File: config.mk
export PLATFORM = sky130hd
export DESIGN_NAME = dcg_top
export DESIGN_NICKNAME = d
export VERILOG_FILES = /design/src/hdl/dcg_pkg.sv /design/src/hdl/dcg_top.sv /design/src/hdl/dcg_id_reg.sv
export SDC_FILE = /design/constraint.sdc
export NUM_CORES = 1
export LEC_CHECK = 0
export ABC_AREA = 1
export BUFFER_PORTS_ARGS = -buffer_cell sky130_fd_sc_hd__buf_2
export CORE_AREA = 2 2 39 41
export CTS_CLUSTER_DIAMETER = 120
export CTS_CLUSTER_SIZE = 8
export DETAILED_ROUTE_END_ITERATION = 6
export DIE_AREA = 0 0 41 43
export PLACE_DENSITY = 0.54
export SLEW_MARGIN = 10
export SYNTH_ARGS = -nofsm -noshare
export SYNTH_HDL_FRONTEND = slang
export SYNTH_SLANG_ARGS = --single-unit
File: constraint.sdc
create_clock -name i_clk_sys -period 1.2 [get_ports i_clk_sys]
set_clock_uncertainty 0.1 [all_clocks]
set_input_delay 0.06 -clock i_clk_sys [delete_from_list [all_inputs] [get_ports i_clk_sys]]
set_output_delay 0.06 -clock i_clk_sys [all_outputs]
set_load 0.05 [all_outputs]
File: src/hdl/dcg_pkg.sv
// constants for the digital clock gate and part identifier block
package dcg_pkg;
    localparam logic [7:0] ADDR_PART_IDENTIFIER = 8'h38;
    localparam logic [7:0] ADDR_DIGITAL_CLOCK_ENABLE = 8'h39;
    localparam logic [7:0] CLOCK_ON_VALUE = 8'h01;
    localparam logic [7:0] CLOCK_OFF_VALUE = 8'h00;
    localparam logic [7:0] ENABLE_RESET = 8'h00;
    localparam logic [7:0] RDATA_RESET = 8'h00;
    // arbitrary neutral identification value
    localparam logic [7:0] PART_ID_DEFAULT = 8'h5a;
    localparam int ADDR_W = 8;
    localparam int DATA_W = 8;

    typedef enum logic [1:0] {
        DCG_OFF = 2'b00,
        DCG_ON = 2'b01
    } dcg_state_type;
endpackage

File: src/hdl/dcg_top.sv
// digital clock gating control with part identifier register
//
// Summary of operation
// - Host write of 0x01 to clock-enable register starts the clock.
// - While the clock is off, host writes other than to the clock-enable register are ignored.
// - Once the clock starts, the stored enable value self-clears to zero.
// - A Type-C partner attach starts the clock without host action.
// - Host writing zero to 0x39 stops the digital clock.
// - Enable bit cleared, or supply in undervoltage lockout, stops the clock.
// - Read-only identifier at 0x38 returns a fixed code; writes ignored.
`timescale 1ns/1ps
module dcg_top
    import dcg_pkg::*;
#(
    parameter logic [7:0] PART_ID = PART_ID_DEFAULT
) (
    input wire logic i_clk_sys,
    input wire logic i_rst,
    input wire logic i_wr,
    input wire logic i_rd,
    input wire logic [ADDR_W-1:0] i_addr,
    input wire logic [DATA_W-1:0] i_wdata,
    input wire logic i_partner_attached,
    input wire logic i_enable_bit,
    input wire logic i_undervoltage_lockout,
    output logic [DATA_W-1:0] o_rdata,
    output logic o_rvalid,
    output logic o_clock_on,
    output logic o_write_accept
);
    // ------------------------------------------------------------
    // state
    // ------------------------------------------------------------
    typedef struct packed {
        dcg_state_type state;
        logic [DATA_W-1:0] enable_reg;
        logic attach_seen;
        logic rvalid;
    } dcg_top_state_type;

    dcg_top_state_type st;
    dcg_top_state_type next_st;
    logic id_hit;
    logic [DATA_W-1:0] id_rdata;
    logic wr_enable_reg;
    logic attach_rise;
    logic stop_cond;

    dcg_id_reg #(
        .PART_ID(PART_ID)
    ) u_id (
        .i_clk_sys(i_clk_sys),
        .i_rst(i_rst),
        .i_rd(i_rd),
        .i_addr(i_addr),
        .o_hit(id_hit),
        .o_rdata(id_rdata)
    );

    // ------------------------------------------------------------
    // register decode
    // ------------------------------------------------------------
    logic clock_running;
    logic addr_is_enable;
    logic wr_start_value;
    logic wr_stop_value;

    assign clock_running = (st.state == DCG_ON);
    assign addr_is_enable = (i_addr == ADDR_DIGITAL_CLOCK_ENABLE);
    // only the exact on and off codes act; other values written to
    // the enable register are dropped
    assign wr_start_value = (i_wdata == CLOCK_ON_VALUE);
    assign wr_stop_value = (i_wdata == CLOCK_OFF_VALUE);
    // the clock-enable register stays writable while off, else the
    // clock could never be started by the host
    assign wr_enable_reg = i_wr && addr_is_enable;

    // ------------------------------------------------------------
    // write gating
    // ------------------------------------------------------------
    // other writes only accepted while clocked
    assign o_write_accept = i_wr && clock_running && !id_hit;

    // ------------------------------------------------------------
    // stop conditions
    // ------------------------------------------------------------
    logic host_stop;
    logic stop_req;

    assign host_stop = wr_enable_reg && wr_stop_value;
    assign stop_cond = !i_enable_bit || i_undervoltage_lockout;
    // lockout is a level, so it keeps the clock down for as long as
    // it lasts
    assign stop_req = host_stop || stop_cond;

    // ------------------------------------------------------------
    // start conditions
    // ------------------------------------------------------------
    logic pins_allow;
    logic host_start;
    logic attach_start;
    logic start_req;

    // a start is refused while the pins hold the clock stopped, so a
    // start and a pin stop never meet in one cycle
    assign pins_allow = !stop_cond;
    assign host_start = wr_enable_reg && wr_start_value && pins_allow;
    // a partner that stays attached must not restart a clock that the
    // host has stopped, so only the rising edge counts
    assign attach_rise = i_partner_attached && !st.attach_seen;
    assign attach_start = attach_rise && pins_allow;
    // a stop write in the same cycle outweighs an attach
    assign start_req = host_start || (attach_start && !host_stop);

    // ------------------------------------------------------------
    // next state
    // ------------------------------------------------------------
    always_comb begin
        next_st = st;
        next_st.attach_seen = i_partner_attached;
        next_st.rvalid = i_rd;
        if (clock_running) begin
            next_st.enable_reg = ENABLE_RESET;
        end
        case (st.state)
            DCG_OFF: begin
                if (start_req) begin
                    next_st.state = DCG_ON;
                end
                if (host_start) begin
                    next_st.enable_reg = i_wdata;
                end
            end
            DCG_ON: begin
                if (stop_req) begin
                    next_st.state = DCG_OFF;
                end
            end
            default: begin
                next_st.state = DCG_OFF;
            end
        endcase
    end

    // ------------------------------------------------------------
    // state register
    // ------------------------------------------------------------
    always_ff @(posedge i_clk_sys or posedge i_rst) begin
        if (i_rst) begin
            st <= '{state: DCG_OFF,
                    enable_reg: ENABLE_RESET,
                    attach_seen: 1'b0,
                    rvalid: 1'b0};
        end else begin
            st <= next_st;
        end
    end

    // ------------------------------------------------------------
    // outputs
    // ------------------------------------------------------------
    assign o_clock_on = clock_running;
    assign o_rvalid = st.rvalid;
    // reads of any other address, the write-only enable register
    // included, leave the last identifier value on the bus
    assign o_rdata = id_rdata;
endmodule

File: src/hdl/dcg_id_reg.sv
// read-only part identifier register
`timescale 1ns/1ps
module dcg_id_reg
    import dcg_pkg::*;
#(
    parameter logic [7:0] PART_ID = PART_ID_DEFAULT
) (
    input wire logic i_clk_sys,
    input wire logic i_rst,
    input wire logic i_rd,
    input wire logic [ADDR_W-1:0] i_addr,
    output logic o_hit,
    output logic [DATA_W-1:0] o_rdata
);
    typedef struct packed {
        logic [DATA_W-1:0] rdata;
    } dcg_id_state_type;

    dcg_id_state_type st;
    dcg_id_state_type next_st;

    // fixed id, writes never reach it
    assign o_hit = (i_addr == ADDR_PART_IDENTIFIER);

    always_comb begin
        next_st = st;
        if (i_rd && o_hit) begin
            next_st.rdata = PART_ID;
        end
    end

    always_ff @(posedge i_clk_sys or posedge i_rst) begin
        if (i_rst) begin
            st <= '{rdata: RDATA_RESET};
        end else begin
            st <= next_st;
        end
    end

    assign o_rdata = st.rdata;
endmodule

== Word level (Yosys, flattened, before mapping) ==
Cells that the tools add are included.

* Eq/ne operators: 6
* Multiplexer cells: 3
* Reductions and logical operators: 21

{| class="wikitable"
|+ Operators by type and width
! cell !! count
|-
| equality test 8 x 6 -> 1 bit (second input constant) || 2
|-
| logical AND 1 bit || 10
|-
| equality test 8 x 1 -> 1 bit (second input constant) || 1
|-
| logical NOT 8 bit || 1
|-
| logical NOT 1 bit || 5
|-
| 2-to-1 mux 2 bit || 2
|-
| one-hot mux 2 bit (2 select lines) || 1
|-
| logical OR 1 bit || 3
|-
| equality test 2 x 1 -> 1 bit (second input constant) || 1
|-
| logical NOT 2 bit || 1
|-
| inequality test 2 x 1 -> 1 bit (second input constant) || 1
|-
| inequality test 2 bit (second input constant) || 1
|-
| AND reduction 2 bit || 1
|}

* Flip-flop bits (word level): 5
* Bits of input ports: 23
* Output and inout port bits: 11
* Logic and storage cells: 34

== Depth between registers and ports, before layout ==
Gate-level depths: netlist (run 1).

* Word-level depth: 8
* Depth in mapped cells: 6
* Mapped depth without buffers: 6

== Hierarchy ==
From an unflattened synthesis (run 1), not the netlist that was laid out.

* Cells, all modules: 60
* Area total of the unflattened synthesis: 357.8 um^2

{| class="wikitable"
|+ Modules (own cells, without submodules)
! module !! times used !! cells each !! area an instance (um^2) !! seq. area each (um^2)
|-
| dcg_top || 1 || 35 || 210.2 || 75.1
|-
| dcg_id_reg || 1 || 25 || 147.6 || 25.0
|}

== Least setup slack after synthesis (run 1) ==
OpenSTA, ideal clock, no wires.

* Path type: reg2out
* From: register st[10] in the netlist's numbering
* To: output port o_write_accept
* Data arrival time: 1488 ps
* Data required time: 1040 ps
* Setup slack: -448 ps
* Stages on the path, launching flop included: 3
* Path buffers: 0
* Cells stage by stage: dfrtp_1 > nand2_1 > a21oi_1

* Cells in the longest elaborated chain, start to end: 3

{| class="wikitable"
|+ RTL lines
! item !! RTL line !! RTL
|-
| start: declaration || dcg_top.sv:41 || <nowiki>dcg_top_state_type st;</nowiki>
|-
| start signal: assignment || dcg_top.sv:150 || <nowiki>st <= '{state: DCG_OFF,</nowiki>
|-
| start signal: assignment || dcg_top.sv:155 || <nowiki>st <= next_st;</nowiki>
|-
| equality test 2 x 1 -> 1 bit || dcg_top.sv:68 || <nowiki>assign clock_running = (st.state == DCG_ON);</nowiki>
|-
| logical AND 1 bit (2 in series) || dcg_top.sv:82 || <nowiki>assign o_write_accept = i_wr && clock_running && !id_hit;</nowiki>
|-
| end: declaration || dcg_top.sv:29 || <nowiki>output logic o_write_accept</nowiki>
|}

No other way between the ends.

== Worst setup path after layout (run 1) ==
Same ends and word-level chain as after synthesis.

==> summary.txt, run 1 <==
Power
  – LEAKAGE: 0.281 nW
  – Overall Power: 0.000451 W
  – P per Cell Area: 887 mW/mm^2
  – VDD IR max: 404 uV

Place
  – Final estimated routing congestion in global placement: 0.682
  – IO Port Bufs: 29

Setup path
  – Critical path destination: o_write_accept
  – Worst Setup Path Type: reg2out
  – CP Data Required Time: 1.04 ns
  – Reg2Reg Setup Slack: 0.26 ns
  – CP endpoint kind: output pin
  – Critical Path Start Type: register
  – Crit Reg-Reg Startpoint: st[10]
  – CP max FO: 3
  – R2r worst-path depth: 3
  – Crit path DAT: 0.96 ns
  – Reg-to-Reg End: st[10]
  – CP startpoint: st[10]

Routing
  – Post-route ant nets: 0
  – DRC: 0
  – DRT Pass-1 Iters: 1
  – Vias per cell: 3.88
  – Detailed Route Iter0 Violations: 0
  – WL/cell: 8.58 um
  – DRT Wirelength: 772 um
  – DR vias: 349

Global route
  – Gr usage total: 0.0965
  – Global-route wire length before repair: 1100 um
  – Total gr overflow: 0
  – Initial antenna violation count: 0
  – Vias in the first global route: 296
  – Largest net degree at the start of global routing: 6

Floorplanning
  – Core Box Area: 0.00138 mm^2
  – Num ports: 34
  – Die span in x: 41 um
  – Die height: 43 um
  – FP Rows: 14
  – Die area: 0.00176 mm^2
  – Initial core utilization: 0.216

Logic synthesis
  – Netlist cell types: 12
  – Sequential fraction of the synthesis area: 0.335
  – Yosys top cell area share: 0.335
  – Top post-synthesis cells by area: dfrtp_1 (33%), buf_4 (18%), nor2_1 (11%)
  – Synthesized instance count: 41
  – #FFs+latches synth: 4
  – Syn_area_per_cell: 7.29 um^2
  – Synth Cell Area: 299 um^2
  – Dominant cell type by area after synthesis: dfrtp_1
  – Syn. warnings: 0

Timing
  – Setup TNS: 0 ns
  – Tmin final: 1.12 ns
  – Unrepaired setup endpoints after global routing: no
  – Max Slew Vio Count: 0
  – Setup-failing EPs final: 0
  – Part of the cycle the worst path needs: 0.936
  – Max Clock Freq: 891 MHz
  – Final hold violations: 0

Outcome
  – Status: complete, no violations

Job
  – Max Cap Viol: 0

Layout
  – Most frequent cells in the layout: buf_2 (28), nor2_1 (9), inv_1 (6)
  – Most common cell after layout, fill and taps aside: buf_2
  – P&R area growth vs syn: 69.9%
  – Post-layout util: 0.367
  – Antenna diodes: 0
  – Final nets: 98
  – Fillers: 149
  – Share of post-route cells with drive strength above 1: 0.486

Clock tree
  – Root Driver: clkbuf_4
  – Worst-Skew Late Latency: 0.24 ns
  – Clock transition at path regs: 0.04 ns
  – CTS sink count: 4
  – Setup Fix Bufs, Post-CTS: 0
  – Total CTS buffers: 3
  – Clk buf depth: 2
  – H-tree depth: 1
  – CTS tree: done

Worst hold path
  – Hold crit path type: in2reg
## stage by stage
stage | std cells | worst slack [ns] | instance area, um^2 | hold slack, ns
after floorplan | 44 | 0.0751 | 323 | -0.274
after global placement | 82 | 0.191 | 435 | -0.152
after detailed placement | 82 | 0.189 | 435 | -0.153
after CTS | 90 | 0.0329 | 504 | 0.0172
after global routing | 90 | 0.0222 | 508 | 0.0364
final | 90 | 0.0774 | 508 | 0.0256
## flip-flops by register name, summed over array words and instances, names as in the netlist
name	count
o_rvalid	1
st	2
u_id.o_rdata	1
## how the worst min path moves through the flow
| stage | from | endpoint | slack (ns) | cells past startpoint |
|---|---|---|---|---|
| floorplan | i_rst | o_rvalid | -0.27 | 1 |
| global placement | i_rst | st[1] | -0.15 | 2 |
| detailed placement | i_rst | u_id.o_rdata[1] | -0.15 | 2 |
| CTS | i_enable_bit | st[10] | 0.02 | 5 |
| global route | i_enable_bit | st[10] | 0.04 | 5 |
| finish | i_enable_bit | st[10] | 0.03 | 5 |
## cell type report
cell class	count	area, um^2	share of cell area
clock buffer	4	26.3	0.0517
inverter	6	22.5	0.0443
multi-input combinational	27	146	0.288
sequential	4	101	0.200
tap	16	20.0	0.0394
timing repair buffer	33	191	0.377
## Yosys cell counts, drive strengths merged
cell type and count:
inv 6, conb 1, a21oi 2, o21bai 1
nor2 10, dfrtp 4, buf 7, nand2 4
nand3b 2, nand3 4
## per-layer routing
layer	vias up	global-route usage	share of wire
li1	181	-	-
met1	145	0.110	0.42
met2	21	0.131	0.43
met3	2	0.0628	0.13
met4	0	0.0533	0.016
met5	-	0	0
## worst max-delay path, stage by stage (launching register included)
cell and delay, ns:
dfrtp_2 0.36, nand2_1 0.08, a21oi_4 0.12, buf_6 0.16
## logic make-up (layout without fill, tap and decap cells)
logic type | after synthesis | after routing | synth area share
DFF | 4 | 4 | 0.335
buffers and inverters | 13 | 43 | 0.251
AOI/OAI and AO/OA | 3 | 3 | 0.0586
other | 1 | 4 | 0.0125
and+or+nand+nor | 20 | 20 | 0.343
## power by group
group          internal [W]  switching, W
registers          0.000140    0.00000173
logic             0.0000479     0.0000702
clock network      0.000125     0.0000652
total              0.000314      0.000137
## repair_timing
action,in CTS,in global routing
hold endpoints to repair,8,0
hold buffers,4,0
endpoints found under the setup margin,1,1
resized for setup,1,1
(Power assumes the default switching activity.)
==> run 2: changes to the inputs <==
- PLACE_DENSITY: 0.54 -> unset
==> summary.txt, run 2 (synthesis results as in run 1) <==
Timing
  – Unrepaired setup endpoints after global routing: no
  – Final hold violations: 0
  – Setup-failing EPs final: 0
  – Hold_ws: 0.0231 ns
  – Final worst setup slack: 0.0608 ns
  – Setup TNS: 0 ns
  – Max Slew Vio Count: 0
  – Max Clock Freq: 878 MHz
  – Tmin final: 1.14 ns
  – Part of the cycle the worst path needs: 0.949

Job
  – Max Cap Viol: 0

Clock tree
  – Worst-Skew Late Latency: 0.23 ns
  – Clk buf depth: 2
  – Total CTS buffers: 3
  – H-tree depth: 1
  – CTS sink count: 4
  – CTS tree: done
  – Root Driver: clkbuf_4
  – Clock transition at path regs: 0.04 ns

Global route
  – Initial antenna violation count: 0
  – Vias in the first global route: 324
  – Gr usage total: 0.100
  – Global-route wire length before repair: 1170 um
  – Total gr overflow: 0
  – Largest net degree at the start of global routing: 6

Routing
  – DRT Pass-1 Iters: 2
  – Detailed Route Iter0 Violations: 9
  – DR vias: 354
  – DRT Wirelength: 715 um
  – WL/cell: 7.94 um
  – Post-route ant nets: 0
  – DRC: 0
  – Vias per cell: 3.93

Place
  – Place WS: 0.217 ns
  – Dpl hpwl: 605 um
  – Final estimated routing congestion in global placement: 0.651
  – IO Port Bufs: 29
  – Cells after DPL: 82

Floorplanning
  – Die area: 0.00176 mm^2
  – Core Box Area: 0.00138 mm^2
  – Die span in x: 41 um
  – Num ports: 34
  – FP Rows: 14
  – Initial core utilization: 0.216
  – Die height: 43 um

Setup path
  – Worst path max stage delay: 0.36 ns
  – Crit path DAT: 0.98 ns
  – CP endpoint kind: output pin
  – Top delay family on crit path: flip-flops
  – CP max FO: 3
  – CP Data Required Time: 1.04 ns
  – Worst path slowest cell: dfrtp_2
  – Critical Path Start Type: register
  – Bufs and invs on worst path: 1
  – Worst Setup Path Type: reg2out
  – Cell Chain, Critical Path: nand2_1, a21oi_4, buf_4

Power
  – P per Cell Area: 871 mW/mm^2
  – Sw Ratio: 0.288
  – Sequential Power Share: 0.323
  – Switching pwr: 0.000127 W
  – LEAKAGE: 0.280 nW
  – Cell-internal power: 0.000312 W
  – Combinational power share: 0.267
  – Clock power share: 0.410
  – VDD IR max: 228 uV

Layout
  – Max FFs per register: 2
  – Largest Register: st
  – Non-filler instance count after layout: 90
  – P&R area growth vs syn: 68.6%
  – Antenna diodes: 0
  – Fillers: 163
  – Final nets: 98
  – Most common cell after layout, fill and taps aside: buf_2
  – Most frequent cells in the layout: buf_2 (28), nor2_1 (9), inv_1 (6)
  – Share of post-route cells with drive strength above 1: 0.486

Outcome
  – Status: complete, no violations

Worst hold path
  – Hold crit path type: in2reg
## run 2: cell count changes in the layout (fill, tap and decap cells not counted)
cell   before  now
buf_4       0    1
buf_6       1    0
## run 2: layout make-up
class,instances,area [um^2],share of cell area
clock buffers,4,26.3,0.0521
inverters,6,22.5,0.0447
multi-input cells,27,146,0.290
flip-flops and latches,4,101,0.201
well taps,16,20.0,0.0397
repair buffers,33,188,0.372
## run 2: timing repair
item                                    CTS  global route
gates resized for setup                   1             0
setup buffers                             0             0
endpoints found under the setup margin    1             0
hold endpoints to repair                  8             0
hold buffers                              4             0
## run 2: power by group through the flow
stage / registers, W / logic [W] / clock network [W]
floorplan: 0.000154 / 0.0000629 / 0
CTS: 0.000142 / 0.000118 / 0.000190
global placement: 0.000144 / 0.000107 / 0
global route: 0.000142 / 0.000129 / 0.000197
finish: 0.000142 / 0.000117 / 0.000180
detailed placement: 0.000144 / 0.000108 / 0
## run 2: final timing paths
check,start,slack (ns),to,cells after the start
min in group asynchronous,i_rst,0.14,st[1],3
max reg2reg,st[10],0.26,st[10],3
min,i_enable_bit,0.02,st[10],5
max,st[10],0.06,o_write_accept,3
min reg2reg,u_id.o_rdata[1],0.44,u_id.o_rdata[1],2
max in group asynchronous,i_rst,0.70,st[10],3
## run 2: stage by stage
| stage | utilization | power, W | area, um^2 |
|---|---|---|---|
| 6_report | 0.364 | 0.000439 | 504 |
| 4_1_cts | 0.364 | 0.000450 | 504 |
| 3_3_place_gp | 0.315 | 0.000250 | 435 |
| 5_1_grt | 0.364 | 0.000468 | 504 |
| 2_1_floorplan | - | 0.000217 | 323 |
| 3_5_place_dp | 0.315 | 0.000251 | 435 |
## run 2: metal layers
metal  vias up  GRT usage  routed length [um]
met2        16      0.156                 361
met5         -          0                   0
met1       153      0.103                 265
li1        183          -                   -
met4         0      0.100                  10
met3         2     0.0157                  78
## run 2: worst reg2reg max path, delay by kind of cell (launching register included)
kind	cells	cell delay, ns
compound gates	2	0.28
flops	1	0.40
simple gates	1	0.05
==> run 3: changes to the inputs <==
- BUFFER_PORTS_ARGS: -buffer_cell sky130_fd_sc_hd__buf_2 -> -buffer_cell sky130_fd_sc_hd__buf_4
- SETUP_SLACK_MARGIN: unset -> 0.3
==> summary.txt, run 3 (synthesis results as in run 1) <==
Outcome
  – Status: finished with violations
  – Failing checks: negative hold slack

Floorplanning
  – Core Box Area: 0.00138 mm^2
  – Die height: 43 um
  – FP Rows: 14
  – Num ports: 34
  – Initial core utilization: 0.216
  – Die span in x: 41 um
  – Die area: 0.00176 mm^2

Layout
  – Max FFs per register: 2
  – Antenna diodes: 0
  – P&R area growth vs syn: 100%
  – Most frequent cells in the layout: buf_4 (23), nor2_1 (9), buf_6 (7), inv_1 (6)
  – Post-layout util: 0.432
  – Share of post-route cells with drive strength above 1: 0.534
  – Fillers: 151
  – Non-filler instance count after layout: 89
  – Most common cell after layout, fill and taps aside: buf_4
  – FF+latch area: 103 um^2
  – Multi-input logic area: 149 um^2
  – Largest Register: st
  – Post-route cell area: 598 um^2
  – Final nets: 98

Setup path
  – Cell Chain, Critical Path: nand2_2, a21oi_4, buf_6
  – Critical Path Start Type: register
  – Reg2Reg Setup Slack: 0.25 ns
  – Crit path DAT: 0.93 ns
  – Worst path slowest cell: dfrtp_2
  – CP max FO: 3
  – R2r worst-path depth: 3
  – Worst path max stage delay: 0.37 ns
  – Crit Reg-Reg Startpoint: st[10]
  – CP endpoint kind: output pin
  – CP Data Required Time: 1.04 ns
  – Reg-to-Reg End: st[10]
  – Worst Setup Path Type: reg2out

Clock tree
  – Root Driver: clkbuf_4
  – H-tree depth: 1
  – Clk buf depth: 2
  – CTS tree: done
  – Clock transition at path regs: 0.04 ns
  – CTS sink count: 4
  – Hold buffers post-CTS: 3
  – Total CTS buffers: 3
  – Worst-Skew Late Latency: 0.23 ns

Timing
  – Tmin final: 1.09 ns
  – Max Slew Vio Count: 0
  – Max Clock Freq: 915 MHz
  – Final hold violations: 1
  – Part of the cycle the worst path needs: 0.911
  – Setup-failing EPs final: 0
  – Hold_ws: -0.0292 ns
  – Unrepaired setup endpoints after global routing: yes
  – Setup TNS: 0 ns

Worst hold path
  – Hold EP: st[10]
  – Hold crit path type: in2reg
  – Hold path startpoint: i_undervoltage_lockout
  – Hold depth: 4

Place
  – Placed cell areas: 512 um^2
  – Cells after DPL: 82
  – Final estimated routing congestion in global placement: 0.640
  – IO Port Bufs: 29

Routing
  – DRT Pass-1 Iters: 3
  – Vias per cell: 3.91
  – Detailed Route Iter0 Violations: 9
  – Post-route ant nets: 0
  – DR vias: 348
  – DRC: 0
  – DRT Wirelength: 693 um
  – WL/cell: 7.79 um

Global route
  – Global-route wire length before repair: 1170 um
  – Total gr overflow: 0
  – Vias in the first global route: 327
  – Initial antenna violation count: 0
  – Gr usage total: 0.0967
  – Largest net degree at the start of global routing: 6

Job
  – Max Cap Viol: 0

Power
  – LEAKAGE: 0.318 nW
  – VDD IR max: 256 uV
  – P per Cell Area: 737 mW/mm^2
-- run 3: cell types whose count changed in the layout (fill, tap and decap cells not counted) --
cell | before | now
dfrtp_2 | 1 | 2
buf_2 | 28 | 0
buf_6 | 0 | 7
dlygate4sd3_1 | 4 | 3
clkbuf_1 | 1 | 0
buf_4 | 1 | 23
dfrtp_1 | 3 | 2
nand2_1 | 4 | 3
nand2_2 | 0 | 1
-- run 3: worst max path at each step --
stage / startpoint / to / slack (ns) / cells past startpoint
3_3_place_gp: st[10] / st[10] / 0.24 / 3
2_1_floorplan: st[10] / o_write_accept / 0.11 / 2
4_1_cts: st[10] / o_write_accept / 0.09 / 3
3_5_place_dp: i_addr[7] / o_write_accept / 0.22 / 6
6_report: st[10] / o_write_accept / 0.11 / 3
5_1_grt: st[10] / o_write_accept / 0.06 / 3
-- run 3: cell type report --
type / count / area share
Tap cell: 16 / 0.0335
Clock buffer: 3 / 0.0377
Timing Repair Buffer: 33 / 0.471
Inverter: 6 / 0.0377
Multi-Input combinational cell: 27 / 0.249
Sequential cell: 4 / 0.172
-- run 3: metal layers --
layer / wire length [um] / global-route usage / share of wire
met1: 244 / 0.110 / 0.35
met2: 369 / 0.144 / 0.53
met3: 80 / 0.0209 / 0.12
met4: 0 / 0.0800 / 0
met5: 0 / 0 / 0
-- run 3: worst max-delay path: cells and delay by family (launching register included) --
kind	cells	cell delay, ns
and+or+nand+nor	1	0.06
AOI/OAI and AO/OA	1	0.11
DFF	1	0.37
buffers and inverters	1	0.17
-- run 3: report_power, final --
group / switching (W) / internal, W / total (W)
Sequential: 0.00000243 / 0.000141 / 0.000143
Combinational: 0.0000697 / 0.0000706 / 0.000140
Clock: 0.0000464 / 0.000111 / 0.000158
Total: 0.000119 / 0.000322 / 0.000441
-- run 3: through the flow --
stage / total power (W) / setup WS [ns]
floorplan: 0.000217 / 0.110
global placement: 0.000273 / 0.235
detailed placement: 0.000274 / 0.224
CTS: 0.000451 / 0.0889
global route: 0.000476 / 0.0624
finish: 0.000441 / 0.107
-- run 3: timing repair --
action,4_1_cts,5_1_grt
resized for setup,7,0
endpoints found under the setup margin,8,8
setup buffers,1,0
endpoints found under the hold margin,8,1
